**src/rtl/pattern_next_pkg.sv**
```systemverilog
// package: register indices, reset values and bus carrier for the
// pattern next-data buffer block
// assumes a 32-bit apb bus with one aligned word per register index
package pattern_next_pkg;

   localparam int ADDR_W = 18;
   localparam int GROUPS = 4;

   // register indices; byte address is four times the index
   localparam logic [15:0] IDX_HIGH_PAIR = 16'hffa4;
   localparam logic [15:0] IDX_LOW_UPPER = 16'hffa5;
   localparam logic [15:0] IDX_HIGH_LOWER = 16'hffa6;
   localparam logic [15:0] IDX_LOW_LOWER = 16'hffa7;
   localparam logic [15:0] IDX_ENABLE_LOW = 16'hffa8;
   localparam logic [15:0] IDX_TRIG_SEL = 16'hffa9;
   localparam logic [15:0] IDX_PORT_A = 16'hffaa;
   localparam logic [15:0] IDX_PORT_B = 16'hffab;

   // field positions
   localparam int UPPER_LSB = 4;
   localparam int SEL_W = 2;

   // reset and fixed values
   localparam logic [7:0] BUF_RESET = 8'h00;
   localparam logic [7:0] ENABLE_RESET = 8'h00;
   localparam logic [7:0] TRIG_SEL_RESET = 8'hff;
   localparam logic [7:0] LATCH_RESET = 8'h00;
   localparam logic [3:0] RESERVED_NIBBLE = 4'hf;
   localparam logic [7:0] RESERVED_BYTE = 8'hff;
   localparam logic [7:0] UPPER_MASK = 8'hf0;
   localparam logic [7:0] LOWER_MASK = 8'h0f;
   localparam logic [7:0] FULL_MASK = 8'hff;
   localparam logic [7:0] NO_MASK = 8'h00;

   typedef struct packed {
      logic [ADDR_W-1:0] addr;
      logic write;
      logic [31:0] wdata;
   } apbReq_t;

endpackage : pattern_next_pkg

```
**src/rtl/trigger_select.sv**
```systemverilog
// trigger selector: picks one timer compare-match strobe per group
// assumes strobes are one-cycle pulses synchronous to the block clock
`timescale 1ns/1ps
module trigger_select (
   // selector fields, two bits per group
   input wire logic [7:0] trigSel,
   // timer compare-match strobes, channels 3..0
   input wire logic [3:0] cmpMatch,
   // per-group fire and shared-trigger flags
   output logic [3:0] groupFire,
   output logic sameLow,
   output logic sameHigh
);

   genvar g;
   generate
      for (g = 0; g < pattern_next_pkg::GROUPS; g++)
      begin : gSel
         assign groupFire[g] = cmpMatch[trigSel[g*2 +: pattern_next_pkg::SEL_W]];
      end
   endgenerate

   // groups share a trigger when their selector fields match
   assign sameLow = (trigSel[3:2] == trigSel[1:0]);
   assign sameHigh = (trigSel[7:6] == trigSel[5:4]);

endmodule : trigger_select

```
**src/rtl/next_buffer_map.sv**
```systemverilog
// next-data buffer with its two-address nibble layout
// assumes hit and write strobes come from an apb access phase
`timescale 1ns/1ps
module next_buffer_map (
   // clock and reset
   input wire logic clk,
   input wire logic rst_n,
   input wire logic clear,
   // layout select
   input wire logic sameTrigger,
   // register access
   input wire logic hitUpper,
   input wire logic hitLower,
   input wire logic wrEn,
   input wire logic [7:0] wdata,
   // buffer contents and read view
   output logic [7:0] buffer,
   output logic [7:0] readData
);

   logic [7:0] buffer_q;
   logic [7:0] buffer_d;
   logic [7:0] upperMask;
   logic [7:0] lowerMask;
   logic [7:0] wrMask;
   logic [7:0] readUpper;
   logic [7:0] readLower;

   // shared trigger: whole byte at the first address, second all reserved
   assign upperMask = sameTrigger ? pattern_next_pkg::FULL_MASK
                                  : pattern_next_pkg::UPPER_MASK;
   assign lowerMask = sameTrigger ? pattern_next_pkg::NO_MASK
                                  : pattern_next_pkg::LOWER_MASK;
   assign wrMask = !wrEn ? pattern_next_pkg::NO_MASK
                 : hitUpper ? upperMask
                 : hitLower ? lowerMask
                 : pattern_next_pkg::NO_MASK;
   assign buffer_d = (buffer_q & ~wrMask) | (wdata & wrMask);

   assign readUpper = sameTrigger ? buffer_q
                    : {buffer_q[7:4], pattern_next_pkg::RESERVED_NIBBLE};
   assign readLower = sameTrigger ? pattern_next_pkg::RESERVED_BYTE
                    : {pattern_next_pkg::RESERVED_NIBBLE, buffer_q[3:0]};
   assign readData = hitUpper ? readUpper : readLower;
   assign buffer = buffer_q;

   // hardware standby clears like reset; software standby is not seen here
   always_ff @(posedge clk)
   begin
      if (!rst_n || clear)
         buffer_q <= pattern_next_pkg::BUF_RESET;
      else
         buffer_q <= buffer_d;
   end

endmodule : next_buffer_map

```
**src/rtl/pattern_next_data_buffer.sv**
```systemverilog
// top of the pattern next-data buffer: apb slave, enables, trigger
// selector, buffer-to-latch transfer and port latches
// assumes timer strobes and standby level are synchronous to clk
`timescale 1ns/1ps

// Function
// - split low trigger: nibbles at two addresses
// - split low: unused nibbles read ones, ignore writes
// - high buffer transfers to port B latch
// - high buffer layout follows shared trigger
// - buffers clear on reset and hardware standby
// - shared high trigger: whole byte first address
// - shared high: second address reads all ones
// - split high trigger: nibbles at two addresses
// - split high: unused nibbles read ones
// - bit fourteen internal, still buffered and transferred
// - enabled low bits copy on selected event
// - disabled low bits keep latch value
// - low enable clears on reset and standby
// - each enable bit gates its own output
// - low buffer transfers to port A latch
// - per-group selector picks timer channel, resets ff
// - shared low trigger: whole byte first address
module pattern_next_data_buffer (
   // clock and reset
   input wire logic clk,
   input wire logic rst_n,
   // apb slave
   input wire logic psel,
   input wire logic penable,
   input wire logic pwrite,
   input wire logic [pattern_next_pkg::ADDR_W-1:0] paddr,
   input wire logic [31:0] pwdata,
   output logic [31:0] prdata,
   output logic pready,
   output logic pslverr,
   // timer compare-match strobes, channels 3..0
   input wire logic [3:0] cmpMatch,
   // power state and high-side enables from neighbouring logic
   input wire logic hwStandby,
   input wire logic [7:0] highEnable,
   // port latches and pattern pins
   output logic [7:0] portALatch,
   output logic [7:0] portBLatch,
   output logic [14:0] patternPins
);

   pattern_next_pkg::apbReq_t req;
   logic [15:0] idx;
   logic aligned;
   logic setupPhase;
   logic accessPhase;
   logic wrEn;
   logic hitHighPair;
   logic hitLowUpper;
   logic hitHighLower;
   logic hitLowLower;
   logic hitEnable;
   logic hitTrig;
   logic hitPortA;
   logic hitPortB;
   logic anyHit;
   logic [7:0] readByte;
   logic [7:0] lowRead;
   logic [7:0] highRead;
   logic [7:0] lowBuf;
   logic [7:0] highBuf;
   logic [3:0] groupFire;
   logic sameLow;
   logic sameHigh;
   logic [7:0] fireA;
   logic [7:0] fireB;
   logic [7:0] enableLow_q;
   logic [7:0] enableLow_d;
   logic [7:0] trigSel_q;
   logic [7:0] trigSel_d;
   logic [7:0] portA_q;
   logic [7:0] portA_d;
   logic [7:0] portB_q;
   logic [7:0] portB_d;
   logic [31:0] prdata_q;
   logic [31:0] prdata_d;

   // bus decode
   assign req = '{addr: paddr, write: pwrite, wdata: pwdata};
   assign idx = req.addr[pattern_next_pkg::ADDR_W-1:2];
   assign aligned = (req.addr[1:0] == 2'h0);
   assign setupPhase = psel && !penable;
   assign accessPhase = psel && penable;
   assign wrEn = accessPhase && req.write;

   assign hitHighPair = aligned && (idx == pattern_next_pkg::IDX_HIGH_PAIR);
   assign hitLowUpper = aligned && (idx == pattern_next_pkg::IDX_LOW_UPPER);
   assign hitHighLower = aligned && (idx == pattern_next_pkg::IDX_HIGH_LOWER);
   assign hitLowLower = aligned && (idx == pattern_next_pkg::IDX_LOW_LOWER);
   assign hitEnable = aligned && (idx == pattern_next_pkg::IDX_ENABLE_LOW);
   assign hitTrig = aligned && (idx == pattern_next_pkg::IDX_TRIG_SEL);
   assign hitPortA = aligned && (idx == pattern_next_pkg::IDX_PORT_A);
   assign hitPortB = aligned && (idx == pattern_next_pkg::IDX_PORT_B);
   assign anyHit = hitHighPair || hitLowUpper || hitHighLower || hitLowLower
                 || hitEnable || hitTrig || hitPortA || hitPortB;

   // zero-wait slave; read data were captured in the setup cycle
   assign pready = 1'b1;
   assign pslverr = accessPhase && !anyHit;
   assign prdata = prdata_q;

   // trigger selection per group
   trigger_select uTrig (
      .trigSel(trigSel_q),
      .cmpMatch(cmpMatch),
      .groupFire(groupFire),
      .sameLow(sameLow),
      .sameHigh(sameHigh)
   );

   // low buffer: groups 1 and 0
   next_buffer_map uLowBuf (
      .clk(clk),
      .rst_n(rst_n),
      .clear(hwStandby),
      .sameTrigger(sameLow),
      .hitUpper(hitLowUpper),
      .hitLower(hitLowLower),
      .wrEn(wrEn),
      .wdata(req.wdata[7:0]),
      .buffer(lowBuf),
      .readData(lowRead)
   );

   // high buffer: groups 3 and 2
   next_buffer_map uHighBuf (
      .clk(clk),
      .rst_n(rst_n),
      .clear(hwStandby),
      .sameTrigger(sameHigh),
      .hitUpper(hitHighPair),
      .hitLower(hitHighLower),
      .wrEn(wrEn),
      .wdata(req.wdata[7:0]),
      .buffer(highBuf),
      .readData(highRead)
   );

   // read selection
   assign readByte = (hitLowUpper || hitLowLower) ? lowRead
                   : (hitHighPair || hitHighLower) ? highRead
                   : hitEnable ? enableLow_q
                   : hitTrig ? trigSel_q
                   : hitPortA ? portA_q
                   : hitPortB ? portB_q
                   : 8'h00;
   assign prdata_d = (setupPhase && !req.write) ? {24'h000000, readByte} : prdata_q;

   // control registers
   assign enableLow_d = (wrEn && hitEnable) ? req.wdata[7:0] : enableLow_q;
   assign trigSel_d = (wrEn && hitTrig) ? req.wdata[7:0] : trigSel_q;

   // per-bit transfer: group of bit i is i/4 within each port
   genvar i;
   generate
      for (i = 0; i < 8; i++)
      begin : gBit
         assign fireA[i] = groupFire[i / 4] && enableLow_q[i];
         assign fireB[i] = groupFire[2 + i / 4] && highEnable[i];
         assign portA_d[i] = fireA[i] ? lowBuf[i] : portA_q[i];
         assign portB_d[i] = fireB[i] ? highBuf[i] : portB_q[i];
      end
   endgenerate

   always_ff @(posedge clk)
   begin
      if (!rst_n || hwStandby)
      begin
         enableLow_q <= pattern_next_pkg::ENABLE_RESET;
         trigSel_q <= pattern_next_pkg::TRIG_SEL_RESET;
      end
      else
      begin
         enableLow_q <= enableLow_d;
         trigSel_q <= trigSel_d;
      end
   end

   // latches update on the same edge that samples the strobe
   always_ff @(posedge clk)
   begin
      if (!rst_n || hwStandby)
      begin
         portA_q <= pattern_next_pkg::LATCH_RESET;
         portB_q <= pattern_next_pkg::LATCH_RESET;
      end
      else
      begin
         portA_q <= portA_d;
         portB_q <= portB_d;
      end
   end

   always_ff @(posedge clk)
   begin
      if (!rst_n)
         prdata_q <= 32'h00000000;
      else
         prdata_q <= prdata_d;
   end

   assign portALatch = portA_q;
   assign portBLatch = portB_q;
   // bit fourteen has no pin; its latch bit still exists
   assign patternPins = {portB_q[7], portB_q[5:0], portA_q};
endmodule : pattern_next_data_buffer

```
**config.mk**
```make
export PLATFORM = sky130hd
export DESIGN_NAME = pattern_next_data_buffer
export DESIGN_NICKNAME = d
export VERILOG_FILES = /design/src/rtl/pattern_next_pkg.sv /design/src/rtl/trigger_select.sv /design/src/rtl/next_buffer_map.sv /design/src/rtl/pattern_next_data_buffer.sv
export SDC_FILE = /design/constraint.sdc
export NUM_CORES = 1
export LEC_CHECK = 0
export ABC_AREA = 1
export BUFFER_PORTS_ARGS = -buffer_cell sky130_fd_sc_hd__buf_2
export CAP_MARGIN = 0
export CORE_UTILIZATION = 40
export CTS_CLUSTER_DIAMETER = 30
export DETAILED_ROUTE_END_ITERATION = 8
export MAX_ROUTING_LAYER = met4
export PLACE_DENSITY = 0.69
export SETUP_SLACK_MARGIN = 0.1
export SYNTH_ARGS = -nofsm -noshare
export SYNTH_HDL_FRONTEND = slang
export SYNTH_SLANG_ARGS = --single-unit
```
**constraint.sdc**
```tcl
create_clock -name clk -period 1.4 [get_ports clk]
set_clock_uncertainty 0.05 [all_clocks]
set_input_delay 0.21 -clock clk [delete_from_list [all_inputs] [get_ports clk]]
set_output_delay 0.21 -clock clk [all_outputs]
set_load 0.02 [all_outputs]
```
Yosys cells after proc, flatten, opt, wreduce, memory -nomap -nowiden
Index checks and enable logic that the tools add are counted.

word-level totals
  logic and storage cells = 119
  output and inout port bits = 65
  register bits after elaboration = 56
  bits of input ports = 68

cells by class
  muxes and demuxes = 30
  magnitude comparators = 4
  reduce and logical (&&, ||, !) cells = 46
  eq/ne operators = 10
  bitwise logic cells = 8

operators by type and width
  operator              count
  $eq 16x16->1 const B  8
  $mux 8                14
  $and 8x8->8           4
  $mux 4                8
  $logic_and 1x1->1     31
  $not 8->8             2
  $or 8x8->8            2
  $lt 2x3->1 const B    4
  $logic_or 1x1->1      10
  $bmux 1 s2            4
  $eq 2x2->1            2
  $logic_not 1->1       4
  $mux 1                4
  $logic_not 2->1       1

Logic depth before layout (Yosys ltp)
Gate-level depths: netlist (run 1).

  depth in word-level cells = 11
  mapped depth = 14
  depth with buffers taken out = 12

Modules after synthesis
Synthesis (run 1) repeated with hierarchy kept, for this count alone.

second synthesis, totals
  cells, all modules = 587
  area total of the unflattened synthesis = 3683.5 µm²

modules (own cells, without submodules)
  module                    sequential area each (µm²)  instances  area each (µm²)  cells each
  pattern_next_data_buffer  800.8                       1          2640.0           403
  next_buffer_map           160.2                       2          412.9            65
  trigger_select            0.0                         1          217.7            54

Least setup slack after synthesis (run 1)
OpenSTA, ideal clock, no wires.

  path type = in2out
  start = input paddr[2] (netlist bit)
  end = output pslverr
  buffers on the path = 2
  stages = 10
  data arrival time = 1.603 ns
  required time = 1.140 ns
  slack = -0.463 ns
  cell sequence = buf_6 -> inv_6 -> nand2_2 -> inv_2 -> nand2_4 -> nor2_8 -> nand2_4 -> nand2_4 -> buf_12 -> nor4_1

between the ends
  word-level cells in the longest chain between the ends = 11
  elaborated cells on any way between the ends = 25
  classes of those cells = eq/ne: 8; reduce/logical: 17

ends and longest elaborated chain
  item                                  line                                                            RTL
  from (decl)                           pattern_next_data_buffer.sv:32                                  input wire logic [pattern_next_pkg::ADDR_W-1:0] paddr,
  $eq 16x16->1 (on tied branches)       pattern_next_data_buffer.sv:92, pattern_next_data_buffer.sv:93
  $logic_and 1x1->1 (on tied branches)  pattern_next_data_buffer.sv:92, pattern_next_data_buffer.sv:93
  $logic_or 1x1->1 (3 in a row)         pattern_next_data_buffer.sv:100                                 assign anyHit = hitHighPair || hitLowUpper || hitHighLower || hitLowLower
  $logic_or 1x1->1 (3 in a row)         pattern_next_data_buffer.sv:101                                 || hitEnable || hitTrig || hitPortA || hitPortB;
  $logic_or 1x1->1 (*)                  pattern_next_data_buffer.sv:101
  $logic_not 1->1 (*)                   pattern_next_data_buffer.sv:105                                 assign pslverr = accessPhase && !anyHit;
  $logic_and 1x1->1 (*)                 pattern_next_data_buffer.sv:105
  to (decl)                             pattern_next_data_buffer.sv:36                                  output logic pslverr,

Every way passes the cells marked *; elsewhere a longest branch is shown, timed or not.

Final worst setup path (run 1)
  start = input paddr[9] (netlist bit)
  end = output pslverr

The elaborated chain is that of the path after synthesis.

==> results of run 1 <==
## through the flow
| step | cells | util, % |
|---|---|---|
| final | 814 | 62.1 |
| after global routing | 814 | 62.1 |
| after CTS | 806 | 57.6 |
| after detailed placement | 779 | 50.7 |
| after global placement | 779 | 50.7 |
| after floorplan | 582 | - |
## worst register-to-register path, delay by kind of cell (launching register included)
kind | cells | cell delay (ns)
DFF | 1 | 0.35
and+or+nand+nor | 5 | 0.36
AOI/OAI and AO/OA | 2 | 0.22
buffers and inverters | 2 | 0.26
xor gates and xnor gates | 1 | 0.17
## cell type report
type	count	share of cell area [%]
multi-input combinational	410	47.2
clock inverter	2	1.05
clock buffer	5	1.21
timing repair buffer	166	23.2
inverter	64	5.04
tap	111	2.43
sequential	56	19.9
## cell usage after synthesis (all sizes together), types with 5 or more instances
master  number  area share [%]
a21oi       56             7.9
buf         48             9.9
clkbuf       5            0.50
dfxtp       56              30
inv         63             6.4
nand2      152              17
nand3       60             9.0
nand4       11             2.0
nor2        53             8.3
o211ai      14             2.8
o21ai       23             3.1
xnor2        5             1.4
## cell families (layout without fill, tap and decap cells)
| family | Yosys count | after routing | share of synthesized area [%] |
|---|---|---|---|
| buffers and inverters | 117 | 237 | 16.9 |
| and+or+nand+nor | 281 | 282 | 36.8 |
| AOI/OAI and AO/OA | 98 | 98 | 14.9 |
| DFF | 56 | 56 | 29.8 |
| xor gates and xnor gates | 5 | 5 | 1.36 |
| other | 2 | 25 | 0.200 |
## power by group
group          internal (mW)  leakage [nW]  switching [mW]
registers               1.59         0.448        0.000531
clock network          0.705        0.0642           0.549
logic                  0.210          2.20           0.348
## metal layers
metal | GRT usage, % | wire length [µm] | vias up
li1 | - | - | 2057
met1 | 33.2 | 5360 | 1963
met2 | 43.1 | 6040 | 168
met3 | 3.97 | 811 | 34
met4 | 6.54 | 292 | 0
met5 | - | 0 | -
## timing repair
item,CTS,global route
gates cloned,1,1
setup buffers,20,9
gates resized for setup,91,103
pin swaps,53,49
hold endpoints to repair,0,0
endpoints found under the setup margin,48,56
## worst paths after layout
path,from,endpoint,slack (ns),cells after the start
worst max-delay path,paddr[9],pslverr,-0.21,11
worst min-delay path,highEnable[7],portBLatch[7]$_SDFFE_PP0P_,0.11,3
worst max register to register,trigSel_q[4]$_SDFFE_PP1P_,prdata[3]$_SDFFE_PN0P_,-0.11,10
worst min register to register,prdata[4]$_SDFFE_PN0P_,prdata[4]$_SDFFE_PN0P_,0.42,2
==> metrics.md, run 1 <==
| Metric | Value |
|---|---|
| Status | finished with violations |
| Syn. warnings | 0 |
| Port buffer count | 83 |
| Starting Density | 40.9% |
| Row count | 35 |
| I/O pins | 133 |
| Root buffer cell | clkbuf_8 |
| Final period util | 115% |
| Num CTS Buffers | 5 |
| Die width | 99 µm |
| Hold Slack | 0.111 ns |
| Most used DFF post-synth | dfxtp_1 |
| PwrDens | 596 nW/µm² |
| Die height | 99 µm |
| Failing checks | setup timing |
| Seq cells post-synth | 56 |
| # hold bufs at CTS | 0 |
| Critical path type | in2out |
| Maxcap violations | 0 |
| Most frequent cells in the layout | 89 x nand2_1, 66 x buf_2, 57 x buf_4, 48 x dfxtp_1, 44 x inv_1 |
| Sequential share of the synthesized area | 29.8% |
| Final hold violation count | 0 |
| Most frequent CP cell | nand2_4 |
| Max Fclk | 622 MHz |
| Share of layout cells above drive strength 1 | 49.4% |
| Most common cell after layout, fill and taps aside | nand2_1 |
| Total power | 3.40 mW |
| RSZ-0062 raised after global routing | yes |
| Drt via density | 5.19 |
| Worst Path Required | 1.14 ns |
| CP top delay family | simple AND/OR/NAND/NOR gates |
| Max-slew violations | 0 |
| Skew-Pair Late Insertion Delay | 0.31 ns |
| FFs w/ async S/R, synth | 0% |
| Synth cell types | 37 |
| Maximum clock path buffer count | 2 |
| CTS tree | done |
| Post-DRT Antenna Nets | 0 |
| Hold Path Class | in2reg |
| Startpoint Class | input port |
| Vias in the first global route | 3,955 |
| Grt ovf | 0 |
| Register clock-pin slew on the reported worst setup and hold paths | 0.10 ns |
| Final instance area | 5710 µm² |
| DR vias | 4,222 |
| Nets | 771 |
| 1st-iter DRT viols | 204 |
| Post-DP HPWL | 8890 µm |
| Drt pass-1 iters | 5 |
| Slowest Stage Delay on Critical Path | 0.26 ns |
| Setup TNS Final | -0.936 ns |
| Antenna cells | 0 |
| Minimum clock period | 1.61 ns |
| Pin count of the biggest net entering global routing | 24 |
| Endpoint class of the critical path | primary output |
| CTS H-tree depth | 2 |
| Multi-input logic area | 2700 µm² |
| Worst slack at placement | -0.362 ns |
| Setup violations, final | 16 |
| P_leak | 2.72 nW |
| Drt drc | 0 |
| Worst Tran Pin Value | 0.747 ns |
| WL/cell | 15.4 µm |
| Data arrival time of the worst path | 1.35 ns |
| Total core area | 9200 µm² |
| Routability cong. | 0.937 |
| Number of flops mapped to enable cells by yosys | 0 |
| Dpl cell area | 4670 µm² |
| Initial antenna violation count | 0 |
| Gr usage total | 26.0% |
| Synth Area per Inst | 6.73 µm² |
| Headroom to the max-slew limit | 50.1% |
| Die footprint | 9800 µm² |
| Register area | 1130 µm² |
| Synthesized instance count | 559 |
| Synth-to-Final Area Change | 51.7% |
| Number of fill cells | 781 |
| CP Buf/Inv Count | 4 |
| Crit-path max FO | 4 |
| Clk sinks | 56 |
| CP cell instances | buf_6 -> nand2_4 -> buf_6 -> nor2_8 -> nand2_4 -> nor2_8 -> nand2_4 -> nand2_4 -> buf_12 -> nor4_4 -> buf_4 |
| VDD IR max | 508 µV |
| Final wirelength | 12,500 µm |
| Slowest-stage cell, CP | nor4_4 |
| Setup ws final | -0.208 ns |
| Synthesized cell area | 3760 µm² |
| First-pass GRT wire length | 19,400 µm |
Note: power is estimated with default switching activity, not from simulation.
==> run 2: changes to the inputs <==
--- a/config.mk
+++ b/config.mk
@@ -14,6 +14,7 @@
 export MAX_ROUTING_LAYER = met4
 export PLACE_DENSITY = 0.69
 export SETUP_SLACK_MARGIN = 0.1
+export SKIP_LAST_GASP = 1
 export SYNTH_ARGS = -nofsm -noshare
 export SYNTH_HDL_FRONTEND = slang
 export SYNTH_SLANG_ARGS = --single-unit
==> run 2 against run 1 <==
- the flow still finishes with violations (setup timing)
- power about the same
- maximum frequency up 1.4%
- sequential power about the same
- wire length down 0.22%
- sequential share of layout area up 0.061 points
- sequential cell count unchanged
- critical endpoint unchanged
- highest routed layer unchanged
==> metrics.md, run 2 (synthesized netlist as in run 1, its figures left out) <==
| Metric | Value |
|---|---|
| CTS tree | done |
| Routability cong. | 0.937 |
| Critical path type | in2out |
| Hold Slack | 0.112 ns |
| Total core area | 9200 µm² |
| Placed cells | 779 |
| Max Fclk | 631 MHz |
| Gr usage total | 26.0% |
| Startpoint Class | input port |
| Reg2reg path depth | 10 |
| Share of layout cells above drive strength 1 | 48.2% |
| Setup TNS Final | -1.23 ns |
| Core Util, Final | 62.2% |
| Internal power | 2.51 mW |
| Failing checks | setup timing |
| Drt pass-1 iters | 5 |
| CP Buf/Inv Count | 4 |
| Status | finished with violations |
| VDD IR max | 524 µV |
| # hold bufs at CTS | 0 |
| Final wirelength | 12,500 µm |
| Minimum clock period | 1.59 ns |
| R2R Path Start | trigSel_q[4]$_SDFFE_PP1P_ |
| RSZ-0062 raised after global routing | yes |
| Hold Path Class | in2reg |
| Most frequent cells in the layout | 91 x nand2_1, 64 x buf_2, 55 x buf_4, 48 x dfxtp_1, 44 x inv_1 |
| Row count | 35 |
| Antenna cells | 0 |
| Reg-to-reg slack, setup | -0.10 ns |
| Data arrival time of the worst path | 1.33 ns |
| Headroom to the max-slew limit | 50.8% |
| Most common cell after layout, fill and taps aside | nand2_1 |
| Setup ws final | -0.186 ns |
| Num CTS Buffers | 5 |
| Switching share of power | 26.3% |
| Most frequent CP cell | nand2_4 |
| Final period util | 113% |
| Non-filler instance count after layout | 812 |
| Max-slew violations | 0 |
| Drt drc | 0 |
| Starting Density | 40.9% |
| Nets | 769 |
| I/O pins | 133 |
| Grt ovf | 0 |
| CP top delay family | simple AND/OR/NAND/NOR gates |
| Maxcap violations | 0 |
| First-pass GRT wire length | 19,500 µm |
| Post-DP HPWL | 8890 µm |
| Die footprint | 9800 µm² |
| Hold Crit Depth | 3 |
| WL/cell | 15.4 µm |
| Skew-Pair Late Insertion Delay | 0.31 ns |
| Psw | 0.893 mW |
| P_leak | 2.72 nW |
| Die height | 99 µm |
| CP cell instances | buf_6 -> nand2_4 -> nor2_4 -> nand2_4 -> buf_12 -> nor2_8 -> buf_12 -> nand2_4 -> nand3b_1 -> nor4_4 -> buf_4 |
| Worst path depth | 11 |
| Synth-to-Final Area Change | 51.9% |
| FF-to-FF End | prdata[3]$_SDFFE_PN0P_ |
| Clock Power Share | 36.6% |
| Seq pwr share | 46.7% |
| Endpoint class of the critical path | primary output |
| CTS H-tree depth | 2 |
| Final hold violation count | 0 |
| Vias in the first global route | 3,961 |
| Slowest-stage cell, CP | buf_4 |
| Maximum clock path buffer count | 2 |
| Pin count of the biggest net entering global routing | 24 |
| Number of fill cells | 780 |
| 1st-iter DRT viols | 246 |
| Crit-path max FO | 3 |
| Initial antenna violation count | 0 |
| Root buffer cell | clkbuf_8 |
| Clk sinks | 56 |
| Gate power share | 16.7% |
| Slowest Stage Delay on Critical Path | 0.15 ns |
| Port buffer count | 83 |
| Worst Tran Pin Value | 0.737 ns |
| Total power | 3.40 mW |
| Die width | 99 µm |
| Worst Path Required | 1.14 ns |
| DR vias | 4,217 |
| Register clock-pin slew on the reported worst setup and hold paths | 0.10 ns |
| Drt via density | 5.19 |
| Setup violations, final | 19 |
| Hold path startpoint | highEnable[7] |
| Worst hold endpoint | portBLatch[7]$_SDFFE_PP0P_ |
| Post-DRT Antenna Nets | 0 |
| PwrDens | 595 nW/µm² |
[run 2: cell count changes in the layout (fill, tap and decap cells not counted), sizes merged]
cell and change:
buf -1, clkbuf -1
[run 2: worst max-delay path by stage]
stage | startpoint | end | slack [ns]
floorplan | paddr[1] | pslverr | -0.09
global placement | paddr[16] | pslverr | -0.34
detailed placement | paddr[16] | pslverr | -0.36
CTS | paddr[9] | pslverr | -0.21
global route | paddr[12] | pslverr | -0.24
finish | paddr[12] | pslverr | -0.19
[run 2: area by class of cell]
cell class                 instances  area, µm²  area share (%)
tap                              111        139            2.43
multi-input combinational        410       2700            47.3
clock inverter                     2       60.1            1.05
timing repair buffer             164       1320            23.2
sequential                        56       1140            19.9
inverter                          64        285            4.99
clock buffer                       5       68.8            1.20
[run 2: layer usage]
metal | GRT usage, % | vias to the layer above | share of wire, % | wire, µm
li1 | - | 2047 | - | -
met1 | 33.2 | 1975 | 43 | 5400
met2 | 42.8 | 177 | 49 | 6150
met3 | 4.04 | 18 | 6.2 | 775
met4 | 6.77 | 0 | 1.2 | 152
met5 | - | - | 0 | 0
[run 2: metrics by stage]
step | setup WS [ns] | area [µm²]
finish | -0.186 | 5720
global route | -0.237 | 5720
CTS | -0.210 | 5280
detailed placement | -0.362 | 4670
global placement | -0.341 | 4670
floorplan | -0.0856 | 4060
[run 2: worst min-delay path, stage by stage]
cell and delay, ns:
buf_2 0.10, nand2_2 0.06, a21oi_1 0.06
[run 2: power by group through the flow]
stage	combinational [mW]	sequential, mW	clock [mW]
6_report	0.568	1.59	1.25
5_1_grt	0.608	1.59	1.32
4_1_cts	0.492	1.59	1.25
3_5_place_dp	0.446	1.63	0
3_3_place_gp	0.442	1.63	0
2_1_floorplan	0.305	1.63	0
[run 2: repair_timing]
action                     in CTS  in global routing
setup endpoints to repair      48                 55
pin swaps                      53                 47
cloned                          1                  0
setup buffers                  20                  7
gates resized for setup        87                110
